[src/hrp_defs.vh]
`ifndef HRP_DEFS_VH
`define HRP_DEFS_VH

// ==========================================================
// Clock and timing
`define HRP_CLK_PERIOD_NS 10
`define HRP_ADDR_SETUP_NS 20
`define HRP_STROBE_MIN_NS 50
`define HRP_RECOVERY_NS 20
`define HRP_CYC_UP(ns) (((ns) + `HRP_CLK_PERIOD_NS - 1) / `HRP_CLK_PERIOD_NS)
`define HRP_ADDR_SETUP_CYC `HRP_CYC_UP(`HRP_ADDR_SETUP_NS)
`define HRP_STROBE_MIN_CYC `HRP_CYC_UP(`HRP_STROBE_MIN_NS)
`define HRP_RECOVERY_CYC `HRP_CYC_UP(`HRP_RECOVERY_NS)
`define HRP_TIMEOUT_CYC 1000

// ==========================================================
// Software register offsets
`define HRP_OFF_CTRL 8'h00
`define HRP_OFF_ADDR 8'h04
`define HRP_OFF_WDATA 8'h08
`define HRP_OFF_CMD 8'h0C
`define HRP_OFF_RDATA 8'h10
`define HRP_OFF_STAT 8'h14
`define HRP_OFF_ISR 8'h18
`define HRP_OFF_IMR 8'h1C

// ==========================================================
// Field positions
`define HRP_CTRL_STYLE 0
`define HRP_CTRL_WIDE 1
`define HRP_CTRL_SWAP 2
`define HRP_CTRL_MUX 3
`define HRP_CTRL_DEVRUN 4
`define HRP_CMD_GO 0
`define HRP_CMD_READ 1
`define HRP_STAT_BUSY 0
`define HRP_STAT_TIMEOUT 1
`define HRP_STAT_IRQ 2
`define HRP_EVT_DONE 0
`define HRP_EVT_TIMEOUT 1
`define HRP_EVT_DEVIRQ 2

// ==========================================================
// Reset values
`define HRP_CTRL_RST 5'h00
`define HRP_IMR_RST 3'h0

`endif

[src/hrp_sync.v]
`timescale 1ns/1ns
`default_nettype none

// ==========================================================
// Two-flop synchroniser for pin inputs
module hrp_sync #(
  parameter W = 1,
  parameter [W-1:0] RST_VAL = {W{1'b0}}
) (
  input wire clk_i,
  input wire nrst_i,
  input wire [W-1:0] d_i,
  output wire [W-1:0] q_o
);
  reg [W-1:0] meta_reg;
  reg [W-1:0] sync_reg;

  always @(posedge clk_i or negedge nrst_i) begin
    if (!nrst_i) begin
      meta_reg <= RST_VAL;
      sync_reg <= RST_VAL;
    end else begin
      meta_reg <= d_i;
      sync_reg <= meta_reg;
    end
  end

  assign q_o = sync_reg;
endmodule

`default_nettype wire

[src/hrp_lane_map.v]
`timescale 1ns/1ns
`default_nettype none

// ==========================================================
// Sixteen-bit lane steering, symmetric in both directions
module hrp_lane_map (
  input wire [15:0] word_i,
  input wire swap_i,
  output wire [15:0] word_o
);
  assign word_o = swap_i ? {word_i[7:0], word_i[15:8]} : word_i;
endmodule

`default_nettype wire

[src/hrp_ctrl.v]
// Contract
// - Address bits 10:1 pick one 16-bit register or one pair of 8-bit registers.
// - A host with a plain address bus keeps addr_hold_gate high all the time.
// - The host holds chip_select_n low for the whole of each read and write.
// - Strobe style 1 selects data-strobe handshake, 0 selects separate strobes.
// - Separate strobes: read_strobe_n low for reads, store_strobe_n low for writes.
// - Data strobe: data_strobe_n low for both, direction_select high read, low write.
// - Bus width 1 selects a 16-bit path, 0 an 8-bit path.
`include "hrp_defs.vh"
`timescale 1ns/1ns
`default_nettype none

module hrp_ctrl #(
  parameter TIMEOUT_CYC = `HRP_TIMEOUT_CYC
) (
  input wire CLK_I,
  input wire NRST_I,
  input wire [7:0] SW_ADDR_I,
  input wire [31:0] SW_WDATA_I,
  input wire SW_WR_I,
  input wire SW_RD_I,
  output reg [31:0] SW_RDATA_O,
  output wire IRQ_O,
  output wire DEV_RESET_N_O,
  output wire [10:1] REG_SELECT_O,
  output wire ADDR_LSB_O,
  output wire ADDR_HOLD_GATE_O,
  output wire CHIP_SELECT_N_O,
  output wire READ_DATA_STROBE_N_O,
  output wire STORE_DIRECTION_O,
  output wire STROBE_STYLE_O,
  output wire BUS_WIDTH_O,
  input wire [15:0] DATA_I,
  output wire [15:0] DATA_O,
  output wire [15:0] DATA_OE_O,
  input wire READY_N_I,
  input wire IRQ_OUT_N_I
);
  // ==========================================================
  // Constants
  localparam [7:0] SETUP_CYC = `HRP_ADDR_SETUP_CYC;
  localparam [7:0] STROBE_CYC = `HRP_STROBE_MIN_CYC;
  localparam [7:0] RECOV_CYC = `HRP_RECOVERY_CYC;
  localparam [15:0] TO_CYC = TIMEOUT_CYC;

  localparam [5:0] S_IDLE = 6'h01;
  localparam [5:0] S_ADDR = 6'h02;
  localparam [5:0] S_LATCH = 6'h04;
  localparam [5:0] S_STRB = 6'h08;
  localparam [5:0] S_RECOV = 6'h10;
  localparam [5:0] S_END = 6'h20;

  // ==========================================================
  // Functions
  function [7:0] byte_of;
    input [15:0] word;
    input hi;
    begin
      byte_of = hi ? word[15:8] : word[7:0];
    end
  endfunction

  function sw_hit;
    input [7:0] addr;
    input [7:0] off;
    begin
      sw_hit = (addr == off);
    end
  endfunction

  // ==========================================================
  // State
  reg [4:0] ctrl_reg;
  reg [9:0] addr_reg;
  reg [15:0] wdata_reg;
  reg [15:0] rdata_reg;
  reg [2:0] isr_reg;
  reg [2:0] imr_reg;
  reg timeout_flag_reg;
  reg [5:0] state_reg;
  reg [7:0] cnt_reg;
  reg [15:0] wait_reg;
  reg dir_read_reg;
  reg byte_hi_reg;
  reg abort_reg;
  reg done_evt_reg;
  reg to_evt_reg;
  reg addr_lsb_reg;
  reg gate_reg;
  reg cs_n_reg;
  reg strobe_on_reg;
  reg [15:0] dout_reg;
  reg [1:0] lane_oe_reg;
  reg [2:0] isr_next;

  wire [17:0] pins_s;
  wire ready_n_s;
  wire irq_n_s;
  wire [15:0] data_s;
  wire [15:0] wdata_mapped;
  wire [15:0] rdata_mapped;
  wire busy;
  wire style_ds;
  wire wide;
  wire swap;
  wire mux;
  wire cmd_go;

  assign busy = (state_reg != S_IDLE);
  assign style_ds = ctrl_reg[`HRP_CTRL_STYLE];
  assign wide = ctrl_reg[`HRP_CTRL_WIDE];
  assign swap = ctrl_reg[`HRP_CTRL_SWAP];
  assign mux = ctrl_reg[`HRP_CTRL_MUX];
  assign cmd_go = SW_WR_I && sw_hit(SW_ADDR_I, `HRP_OFF_CMD) && SW_WDATA_I[`HRP_CMD_GO]
    && !busy;

  // ==========================================================
  // Pin input synchronisers
  hrp_sync #(
    .W(18),
    .RST_VAL({1'b1, 1'b1, 16'h0000})
  ) u_sync (
    .clk_i(CLK_I),
    .nrst_i(NRST_I),
    .d_i({READY_N_I, IRQ_OUT_N_I, DATA_I}),
    .q_o(pins_s)
  );

  assign ready_n_s = pins_s[17];
  assign irq_n_s = pins_s[16];
  assign data_s = pins_s[15:0];

  // ==========================================================
  // Lane steering for 16-bit mode
  hrp_lane_map u_wmap (
    .word_i(wdata_reg),
    .swap_i(swap),
    .word_o(wdata_mapped)
  );

  hrp_lane_map u_rmap (
    .word_i(data_s),
    .swap_i(swap),
    .word_o(rdata_mapped)
  );

  // ==========================================================
  // Software registers
  always @(posedge CLK_I or negedge NRST_I) begin
    if (!NRST_I) begin
      ctrl_reg <= `HRP_CTRL_RST;
      addr_reg <= 10'h000;
      wdata_reg <= 16'h0000;
      imr_reg <= `HRP_IMR_RST;
    end else if (SW_WR_I && !busy) begin
      if (sw_hit(SW_ADDR_I, `HRP_OFF_CTRL)) begin
        ctrl_reg <= SW_WDATA_I[4:0];
      end
      if (sw_hit(SW_ADDR_I, `HRP_OFF_ADDR)) begin
        addr_reg <= SW_WDATA_I[10:1];
      end
      if (sw_hit(SW_ADDR_I, `HRP_OFF_WDATA)) begin
        wdata_reg <= SW_WDATA_I[15:0];
      end
      if (sw_hit(SW_ADDR_I, `HRP_OFF_IMR)) begin
        imr_reg <= SW_WDATA_I[2:0];
      end
    end else if (SW_WR_I && sw_hit(SW_ADDR_I, `HRP_OFF_IMR)) begin
      imr_reg <= SW_WDATA_I[2:0];
    end
  end

  // Sticky events, set wins over write-one-clear
  always @* begin
    isr_next = isr_reg;
    if (SW_WR_I && sw_hit(SW_ADDR_I, `HRP_OFF_ISR)) begin
      isr_next = isr_next & ~SW_WDATA_I[2:0];
    end
    if (done_evt_reg) begin
      isr_next[`HRP_EVT_DONE] = 1'b1;
    end
    if (to_evt_reg) begin
      isr_next[`HRP_EVT_TIMEOUT] = 1'b1;
    end
    if (!irq_n_s && DEV_RESET_N_O) begin
      isr_next[`HRP_EVT_DEVIRQ] = 1'b1;
    end
  end

  always @(posedge CLK_I or negedge NRST_I) begin
    if (!NRST_I) begin
      isr_reg <= 3'h0;
    end else begin
      isr_reg <= isr_next;
    end
  end

  assign IRQ_O = |(isr_reg & imr_reg);

  // Read data one cycle after the strobe
  always @(posedge CLK_I or negedge NRST_I) begin
    if (!NRST_I) begin
      SW_RDATA_O <= 32'h00000000;
    end else if (SW_RD_I) begin
      case (SW_ADDR_I)
        `HRP_OFF_CTRL: SW_RDATA_O <= {27'h0000000, ctrl_reg};
        `HRP_OFF_ADDR: SW_RDATA_O <= {21'h000000, addr_reg, 1'b0};
        `HRP_OFF_WDATA: SW_RDATA_O <= {16'h0000, wdata_reg};
        `HRP_OFF_RDATA: SW_RDATA_O <= {16'h0000, rdata_reg};
        `HRP_OFF_STAT: SW_RDATA_O <= {29'h00000000, !irq_n_s, timeout_flag_reg, busy};
        `HRP_OFF_ISR: SW_RDATA_O <= {29'h00000000, isr_reg};
        `HRP_OFF_IMR: SW_RDATA_O <= {29'h00000000, imr_reg};
        default: SW_RDATA_O <= 32'h00000000;
      endcase
    end else begin
      SW_RDATA_O <= 32'h00000000;
    end
  end

  // ==========================================================
  // Device access sequencer
  always @(posedge CLK_I or negedge NRST_I) begin
    if (!NRST_I) begin
      state_reg <= S_IDLE;
      cnt_reg <= 8'h00;
      wait_reg <= 16'h0000;
      dir_read_reg <= 1'b0;
      byte_hi_reg <= 1'b0;
      abort_reg <= 1'b0;
      done_evt_reg <= 1'b0;
      to_evt_reg <= 1'b0;
      timeout_flag_reg <= 1'b0;
      rdata_reg <= 16'h0000;
      addr_lsb_reg <= 1'b0;
      gate_reg <= 1'b1;
      cs_n_reg <= 1'b1;
      strobe_on_reg <= 1'b0;
      dout_reg <= 16'h0000;
      lane_oe_reg <= 2'b00;
    end else begin
      done_evt_reg <= 1'b0;
      to_evt_reg <= 1'b0;
      case (state_reg)
        S_IDLE: begin
          gate_reg <= 1'b1;
          cs_n_reg <= 1'b1;
          strobe_on_reg <= 1'b0;
          lane_oe_reg <= 2'b00;
          if (cmd_go) begin
            dir_read_reg <= SW_WDATA_I[`HRP_CMD_READ];
            byte_hi_reg <= 1'b0;
            abort_reg <= 1'b0;
            timeout_flag_reg <= 1'b0;
            cnt_reg <= SETUP_CYC;
            state_reg <= S_ADDR;
          end
        end
        S_ADDR: begin
          cs_n_reg <= 1'b0;
          gate_reg <= 1'b1;
          addr_lsb_reg <= wide ? swap : byte_hi_reg;
          if (!dir_read_reg) begin
            if (wide) begin
              dout_reg <= wdata_mapped;
              lane_oe_reg <= 2'b11;
            end else begin
              dout_reg <= {8'h00, byte_of(wdata_reg, byte_hi_reg)};
              lane_oe_reg <= 2'b01;
            end
          end
          if (cnt_reg <= 8'h01) begin
            if (mux) begin
              gate_reg <= 1'b0;
              cnt_reg <= SETUP_CYC;
              state_reg <= S_LATCH;
            end else begin
              strobe_on_reg <= 1'b1;
              cnt_reg <= STROBE_CYC;
              wait_reg <= 16'h0000;
              state_reg <= S_STRB;
            end
          end else begin
            cnt_reg <= cnt_reg - 8'h01;
          end
        end
        S_LATCH: begin
          if (cnt_reg <= 8'h01) begin
            strobe_on_reg <= 1'b1;
            cnt_reg <= STROBE_CYC;
            wait_reg <= 16'h0000;
            state_reg <= S_STRB;
          end else begin
            cnt_reg <= cnt_reg - 8'h01;
          end
        end
        S_STRB: begin
          wait_reg <= wait_reg + 16'h0001;
          if (cnt_reg > 8'h01) begin
            cnt_reg <= cnt_reg - 8'h01;
          end
          if (cnt_reg <= 8'h01 && !ready_n_s) begin
            if (dir_read_reg) begin
              if (wide) begin
                rdata_reg <= rdata_mapped;
              end else if (byte_hi_reg) begin
                rdata_reg[15:8] <= data_s[7:0];
              end else begin
                rdata_reg[7:0] <= data_s[7:0];
              end
            end
            strobe_on_reg <= 1'b0;
            cnt_reg <= RECOV_CYC;
            state_reg <= S_RECOV;
          end else if (wait_reg >= TO_CYC) begin
            strobe_on_reg <= 1'b0;
            abort_reg <= 1'b1;
            timeout_flag_reg <= 1'b1;
            to_evt_reg <= 1'b1;
            cnt_reg <= RECOV_CYC;
            state_reg <= S_RECOV;
          end
        end
        S_RECOV: begin
          if (cnt_reg <= 8'h01) begin
            lane_oe_reg <= 2'b00;
            cs_n_reg <= 1'b1;
            state_reg <= S_END;
          end else begin
            cnt_reg <= cnt_reg - 8'h01;
          end
        end
        S_END: begin
          gate_reg <= 1'b1;
          if (!wide && !byte_hi_reg && !abort_reg) begin
            byte_hi_reg <= 1'b1;
            cnt_reg <= SETUP_CYC;
            state_reg <= S_ADDR;
          end else begin
            done_evt_reg <= 1'b1;
            state_reg <= S_IDLE;
          end
        end
        default: begin
          state_reg <= S_IDLE;
        end
      endcase
    end
  end

  // ==========================================================
  // Device pins
  assign DEV_RESET_N_O = ctrl_reg[`HRP_CTRL_DEVRUN];
  assign REG_SELECT_O = addr_reg;
  assign ADDR_LSB_O = addr_lsb_reg;
  assign ADDR_HOLD_GATE_O = gate_reg;
  assign CHIP_SELECT_N_O = cs_n_reg;
  assign STROBE_STYLE_O = style_ds;
  assign BUS_WIDTH_O = wide;
  // Separate style: read strobe here; data-strobe style: common strobe
  assign READ_DATA_STROBE_N_O = !(strobe_on_reg && (style_ds || dir_read_reg));
  // Separate style: store strobe; data-strobe style: direction, high for read
  assign STORE_DIRECTION_O = style_ds ? dir_read_reg
    : !(strobe_on_reg && !dir_read_reg);
  assign DATA_O = dout_reg;
  assign DATA_OE_O = {{8{lane_oe_reg[1]}}, {8{lane_oe_reg[0]}}};

endmodule

`default_nettype wire

[config.mk]
export PLATFORM = sky130hd
export DESIGN_NAME = hrp_ctrl
export DESIGN_NICKNAME = d
export VERILOG_FILES = /design/src/hrp_sync.v /design/src/hrp_lane_map.v /design/src/hrp_ctrl.v
export VERILOG_INCLUDE_DIRS = /design/src
export SDC_FILE = /design/constraint.sdc
export NUM_CORES = 1
export LEC_CHECK = 0
export ABC_CLOCK_PERIOD_IN_PS = 6100
export BUFFER_PORTS_ARGS = -buffer_cell sky130_fd_sc_hd__clkbuf_2
export CORE_ASPECT_RATIO = 1.1
export CORE_MARGIN = 5
export CORE_UTILIZATION = 40
export DETAILED_ROUTE_END_ITERATION = 8
export HOLD_SLACK_MARGIN = 0.15
export PLACE_DENSITY = 0.59
export SLEW_MARGIN = 40
export SYNTH_ARGS = -nofsm -noshare
export SYNTH_HDL_FRONTEND = slang
export SYNTH_HIERARCHICAL = 1
export SYNTH_SLANG_ARGS = --single-unit
export TNS_END_PERCENT = 50
[constraint.sdc]
create_clock -name CLK_I -period 6.1 [get_ports CLK_I]
set_clock_uncertainty 0.2 [all_clocks]
set_input_delay 0.305 -clock CLK_I [delete_from_list [all_inputs] [get_ports CLK_I]]
set_output_delay 0.305 -clock CLK_I [all_outputs]
set_load 0.005 [all_outputs]
==> summary.md, run 1 <==
| Metric | Value |
|---|---|
| Run status | completed |
| Hold WC Path Type | flop to flop |
| # IOs | 145 |
| # DRC | 0 |
| Synth top area share | 49.6% |
| Hold Fails Final Rpt | 0 |
| DR vias | 5627 |
| Die height | 157 µm |
| Sequential-to-total area share from yosys stat | 52.0% |
| Worst-path clk slew | 0.08 ns |
| Sink Count | around 160 |
| Peak VDD IR | around 0.00026 V |
| Clock latency on the worst-skew pair | 0.44 ns |
| Slew @ Worst Pin | 0.761 ns |
| Final Wtd Congestion | about 0.8 |
| CP endpoint kind | flop |
| H-tree levels | 4 |
| DR WL/cell | 16.6 µm |
| Prevailing post-synth register cell | dfrtp_1 |
| Initial core utilization | 40.8% |
| Critical Path RT | 6.21 ns |
| Layout net count | 892 |
| Placed Area | between 0.008 and 0.009 mm² |
| GR Overflow Total | 0 |
| Crit path max fanout | 16 |
| Worst R2R End | wdata_reg[10] |
| TritonCTS buffer count | 17 |
| Die width | 143 µm |
| Max-slew violations | 0 |
| CP endpoint | wdata_reg[10] |
| Placed cells | 1013 |
| Antenna violations before repair | 1 |
| PwrDens | 298 mW/mm² |
| Max_cap viols | 0 |
| Yosys reg bits | 162 |
| Via density | 5.18 |
| Synth warn | 6 |
| DP HPWL | approximately 12000 µm |
| Post-synth EDFFs | 0 |
| Startpoint Class | flop |
| GRT Resource Usage Total | 16.3% |
| RR Startpoint | state_reg[0] |
| Worst Path Arrival | 3.52 ns |
| Reg2Reg Setup Slack | 2.69 ns |
| # rows | 53 |
| Die area | 0.0224 mm² |
| WL final | approximately 18000 µm |
| Mapped Area | 0.00782 mm² |
| Unrepaired setup endpoints after global routing | no |
| Largest net degree at the start of global routing | 98 |
| First-pass iteration count of the detailed router | 7 |
| Synth area leaders | dfrtp_1 (50%), mux2_2 (5.8%), mux2_4 (5.8%) |
| Initial DRC Count | 291 |
| Worst Reg-to-Reg Cells | 5 |
| Vias in the first global route | 5358 |
| Synth-to-Final Area Change | 19.6% |
| Worst Path Class, Setup | flop to flop |
| First-pass GRT wire length | 28700 µm |
| Period Utilization, post-route | 55.8% |
| Clock buffer depth | 2 |
| Number of library cell types mapped by synthesis | 70 |
| Leak pwr | between 4 and 5 nW |
| Port Buffers | approximately 110 |
| Period minus WS final | 3.41 ns |
| Post-CTS Setup Bufs | 0 |
| Worst rel slew slack | 48.8% |
| Final TNS setup | 0 ns |
| Core Region | 0.0192 mm² |
| Final antenna diode count | 0 |
| Syn_area_per_cell | approximately 11 µm² |
| Ys async rst share | 100% |
| Cell taking the most area after synthesis | dfrtp_1 |
| Mapped Cells | 702 |
| Layout cell share with drive strength beyond 1 | 29.8% |
| Fmax | 294 MHz |
| Worst Min Path Start | u_sync/meta_reg[12] |
| Clock Root Buffer | clkbuf_16 |
| Design area | just over 0.009 mm² |
| Final setup viols | 0 |
| CTS tree | yes |
| Critical Path Start | state_reg[0] |
| Final non-filler cell total | 1086 |
| ANT nets after route | 0 |
power breakdown:
group          internal, mW  switching (mW)
Clock                 0.566           0.531
Combinational         0.206           0.270
Sequential             1.15          0.0729
repair_timing:
item / in CTS / in global routing
endpoints found under the hold margin: 153 / 0
gates resized for setup: 0 / 0
hold buffers: 38 / 0
critical path: stages, from the launching register on:
cell	delay (ns)
dfstp_2	0.58
or4b_4	0.49
nor3_2	0.57
nand2_1	0.17
or4_2	0.89
mux2_4	0.40
through the flow:
stage	setup WS (ns)	hold WS (ns)	total power, mW	utilization (%)
6_report	2.69	0.151	2.79	48.8
5_1_grt	2.56	0.159	2.93	48.8
4_1_cts	2.70	0.153	2.81	48.7
3_5_place_dp	2.72	0.135	1.69	43.4
3_3_place_gp	2.74	0.132	1.69	43.4
2_1_floorplan	3.53	-0.191	1.59	-
layout make-up:
type / instances / area, µm²
Clock buffer: 17 / 425
Clock inverter: 15 / 201
Fill cell: 1743 / 9810
Inverter: 10 / 37.5
Multi-Input combinational cell: 476 / 3300
Sequential cell: 162 / 4060
Tap cell: 247 / 309
Timing Repair Buffer: 159 / 1020
layer usage:
layer,wire length [µm],share of wire [%],track usage (%)
met5,13,0.072,0
met4,393,2.2,5.52
met3,1150,6.4,4.13
met2,8290,46,24.9
met1,8140,45,22.8
cell families after synthesis:
logic type               count (synthesis)  synth area share [%]
buffers and inverters                   79                  6.59
other                                    1                0.0480
flip-flops                             162                  52.0
AO/OA/AOI/OAI                          133                  11.0
XOR/XNOR                                16                  1.79
multiplexers                            81                  12.9
adder cells (fa/ha/maj)                  5                 0.784
AND/OR/NAND/NOR                        225                  14.9
placed cells by master (no fill, tap or decap), types with 11 or more instances in the layout:
master         synthesis  final
a21oi_1               56     56
a22oi_1               16     16
clkbuf_16              0     17
clkbuf_2               0    111
conb_1                 1     16
dfrtp_1              155    155
dlygate4sd3_1          0     38
mux2_2                40     40
mux2_4                30     30
mux2i_1               11     11
nand2_1               63     63
nand3_1               14     14
nor2_1                68     68
nor3_1                12     12
nor4_1                12     12
o21ai_0               19     19
xnor2_1               15     15
worst min path at each step:
stage                           to  slack [ns]  cells past startpoint
floorplan               ADDR_LSB_O       -0.19                      0
global placement    u_sync/q_o[12]        0.13                      0
detailed placement   u_sync/q_o[3]        0.13                      0
CTS                  u_sync/q_o[2]        0.15                      0
global route         u_sync/q_o[1]        0.16                      0
finish              u_sync/q_o[12]        0.15                      0
synth_stat cells, types with 5 or more instances:
master    number
nor3_1        12
nand2_1       63
inv_1         10
buf_2          5
a21o_1         5
mux2_4        30
buf_4         30
nand4_1        6
a22oi_1       16
mux2i_1       11
and3_1         6
dfstp_2        7
o21ai_0       19
nor2b_1       10
xnor2_1       15
a22o_1         5
nor2_1        68
mux2_2        40
buf_6          9
dfrtp_1      155
nor4_1        12
a21oi_1       56
clkbuf_1      20
nand3_1       14
No activity file was read; power rests on OpenSTA's default activity.
==> run 2: changes to the inputs <==
- ABC_CLOCK_PERIOD_IN_PS: 6100 -> 3000
- PLACE_DENSITY: 0.59 -> 0.61
- clock period: 6.1 -> 3 ns (I/O delays scaled with it)
==> run 2 against run 1 <==
  * Worst hold slack worse by 0.0011 ns
  * Clock-buffer cell count unchanged
  * Worst setup slack got worse by 2.5 ns
  * Sequential cell count stayed put
  * Wire length is 1.4% higher
  * Clock power rose by 110%
  * Critical path type is now input pin to flop
==> summary.md, run 2 (synthesized netlist as in run 1, its figures left out) <==
| Metric | Value |
|---|---|
| CP endpoint kind | flop |
| Design area | 0.00977 mm² |
| H-tree levels | 4 |
| Final TNS setup | 0 ns |
| Worst Hold Path Cells | 0 |
| Post-CTS Setup Bufs | 0 |
| Peak VDD IR | approximately 0.00040 V |
| WL final | ~18000 µm |
| Hold_buf cts | 60 |
| Net Switching | 1.77 mW |
| DR WL/cell | 16.2 µm |
| Worst Reg-to-Reg Cells | 7 |
| Placed cells | between 1k and 1.5k |
| Max_cap viols | 0 |
| Initial core utilization | ~41% |
| PwrDens | 597 mW/mm² |
| Sink Count | 162 |
| Reg power frac | 42.4% |
| CTS tree | yes |
| GR Overflow Total | 0 |
| Vias in the first global route | approximately 5.7k |
| Initial DRC Count | 314 |
| Max-slew violations | 0 |
| Die area | approximately 0.022 mm² |
| Leak pwr | between 4 and 5 nW |
| Setup slack at placement | 0.209 ns |
| Final non-filler cell total | 1126 |
| First-pass GRT wire length | about 30000 µm |
| Period minus WS final | 2.85 ns |
| Worst R2R End | cnt_reg[4] |
| Crit path max fanout | 4 |
| Synth-to-Final Area Change | 24.9% |
| Antenna violations before repair | 0 |
| Unrepaired setup endpoints after global routing | no |
| Final antenna diode count | 0 |
| GRT Resource Usage Total | 16.8% |
| Final setup viols | 0 |
| Clock latency on the worst-skew pair | 0.43 ns |
| Period Utilization, post-route | 95.2% |
| Worst Path Class, Setup | input pin to flop |
| Core Region | 0.0192 mm² |
| Final Wtd Congestion | 0.827 |
| Startpoint Class | input pin |
| Layout net count | 932 |
| Hold WC Path Type | flop to flop |
| DR vias | approximately 5.7k |
| # DRC | 0 |
| Post-CTS Resized | 0 |
| WHS | around 0.15 ns |
| Clock buffer depth | 2 |
| Via density | about 5.1 |
| Die width | 143 µm |
| Critical Path RT | approximately 3.1 ns |
| Reg2Reg Setup Slack | between 0.2 and 0.25 ns |
| Port Buffers | 112 |
| Internal power | 4.05 mW |
| Placed Area | 0.00849 mm² |
| Worst Min Path Start | u_sync/meta_reg[4] |
| Logic pwr share | a little under a fifth |
| Commonest non-fill, non-tap cells in the layout | dfrtp_1 (155), clkbuf_2 (111), nor2_1 (68) |
| First-pass iteration count of the detailed router | 5 |
| Largest net degree at the start of global routing | 66 |
| RR Startpoint | state_reg[4] |
| Die height | 157 µm |
| # rows | 53 |
| Hold Fails Final Rpt | 0 |
| Slew @ Worst Pin | 0.701 ns |
| Leading cell type in the layout, fill and taps excluded | dfrtp_1 |
| # IOs | 145 |
| ANT nets after route | 0 |
| Worst-path clk slew | ~0.070 ns |
| DP HPWL | 12700 µm |
| Run status | completed |
| Clock power share | 39.4% |
| TritonCTS buffer count | 17 |
| Worst rel slew slack | 53.1% |
| Layout cell share with drive strength beyond 1 | between 30% and 40% |
| Worst Setup Slack, final | between 0.1 and 0.15 ns |
| Net Sw Frac | 30.4% |
| Fmax | 350 MHz |
| Worst Path Arrival | between 2 and 3 ns |
| Clock Root Buffer | clkbuf_16 |
| Hold-critical path endpoint | u_sync/q_o[4] |
-- run 2: changes by cell type in the layout (fill, tap and decap cells not counted), moves of 2 or more --
cell	delta
buf_4	+19
clkinv_8	+3
dlygate4sd3_1	+21
inv_8	-2
-- run 2: through the flow --
| step | utilization, % | power [mW] |
|---|---|---|
| 6_report | 51.0 | 5.83 |
| 3_5_place_dp | 44.3 | 3.51 |
| 2_1_floorplan | - | 3.23 |
| 5_1_grt | 51.0 | 6.13 |
| 3_3_place_gp | 44.3 | 3.50 |
| 4_1_cts | 51.0 | 5.89 |
-- run 2: worst max-delay path, stage by stage --
cell           delay (ns)
dlygate4sd3_1        0.54
clkbuf_2             0.12
nor4_1               0.57
dlygate4sd3_1        0.66
nand2_1              0.06
dlygate4sd3_1        0.55
a21oi_1              0.30
-- run 2: worst max path at each step --
stage / end / startpoint / slack (ns)
final: SW_RDATA_O[2] / SW_ADDR_I[5] / 0.15
after global routing: SW_RDATA_O[2] / SW_ADDR_I[5] / 0.007
after CTS: cnt_reg[2] / cnt_reg[4] / 0.21
after detailed placement: cnt_reg[2] / cnt_reg[4] / 0.21
after global placement: cnt_reg[2] / cnt_reg[4] / 0.24
after floorplan: cnt_reg[7] / state_reg[4] / 0.43
-- run 2: power by group through the flow --
stage	registers, mW	logic, mW	clock network, mW
2_1_floorplan	2.47	0.759	0
3_3_place_gp	2.51	0.993	0
3_5_place_dp	2.51	0.999	0
4_1_cts	2.47	1.07	2.36
5_1_grt	2.50	1.19	2.44
6_report	2.47	1.06	2.30
-- run 2: layer usage --
layer	part of all wire (%)	track usage, %
met1	47	23.8
met2	47	26.2
met3	4.6	3.61
met4	1.6	4.89
met5	0	0
-- run 2: area by class of cell --
cell class / count / area [µm²]
Tap cell: 247 / 309
Inverter: 10 / 37.5
Timing Repair Buffer: 199 / 1400
Fill cell: 1708 / 9400
Clock buffer: 17 / 425
Clock inverter: 15 / 233
Sequential cell: 162 / 4060
Multi-Input combinational cell: 476 / 3300
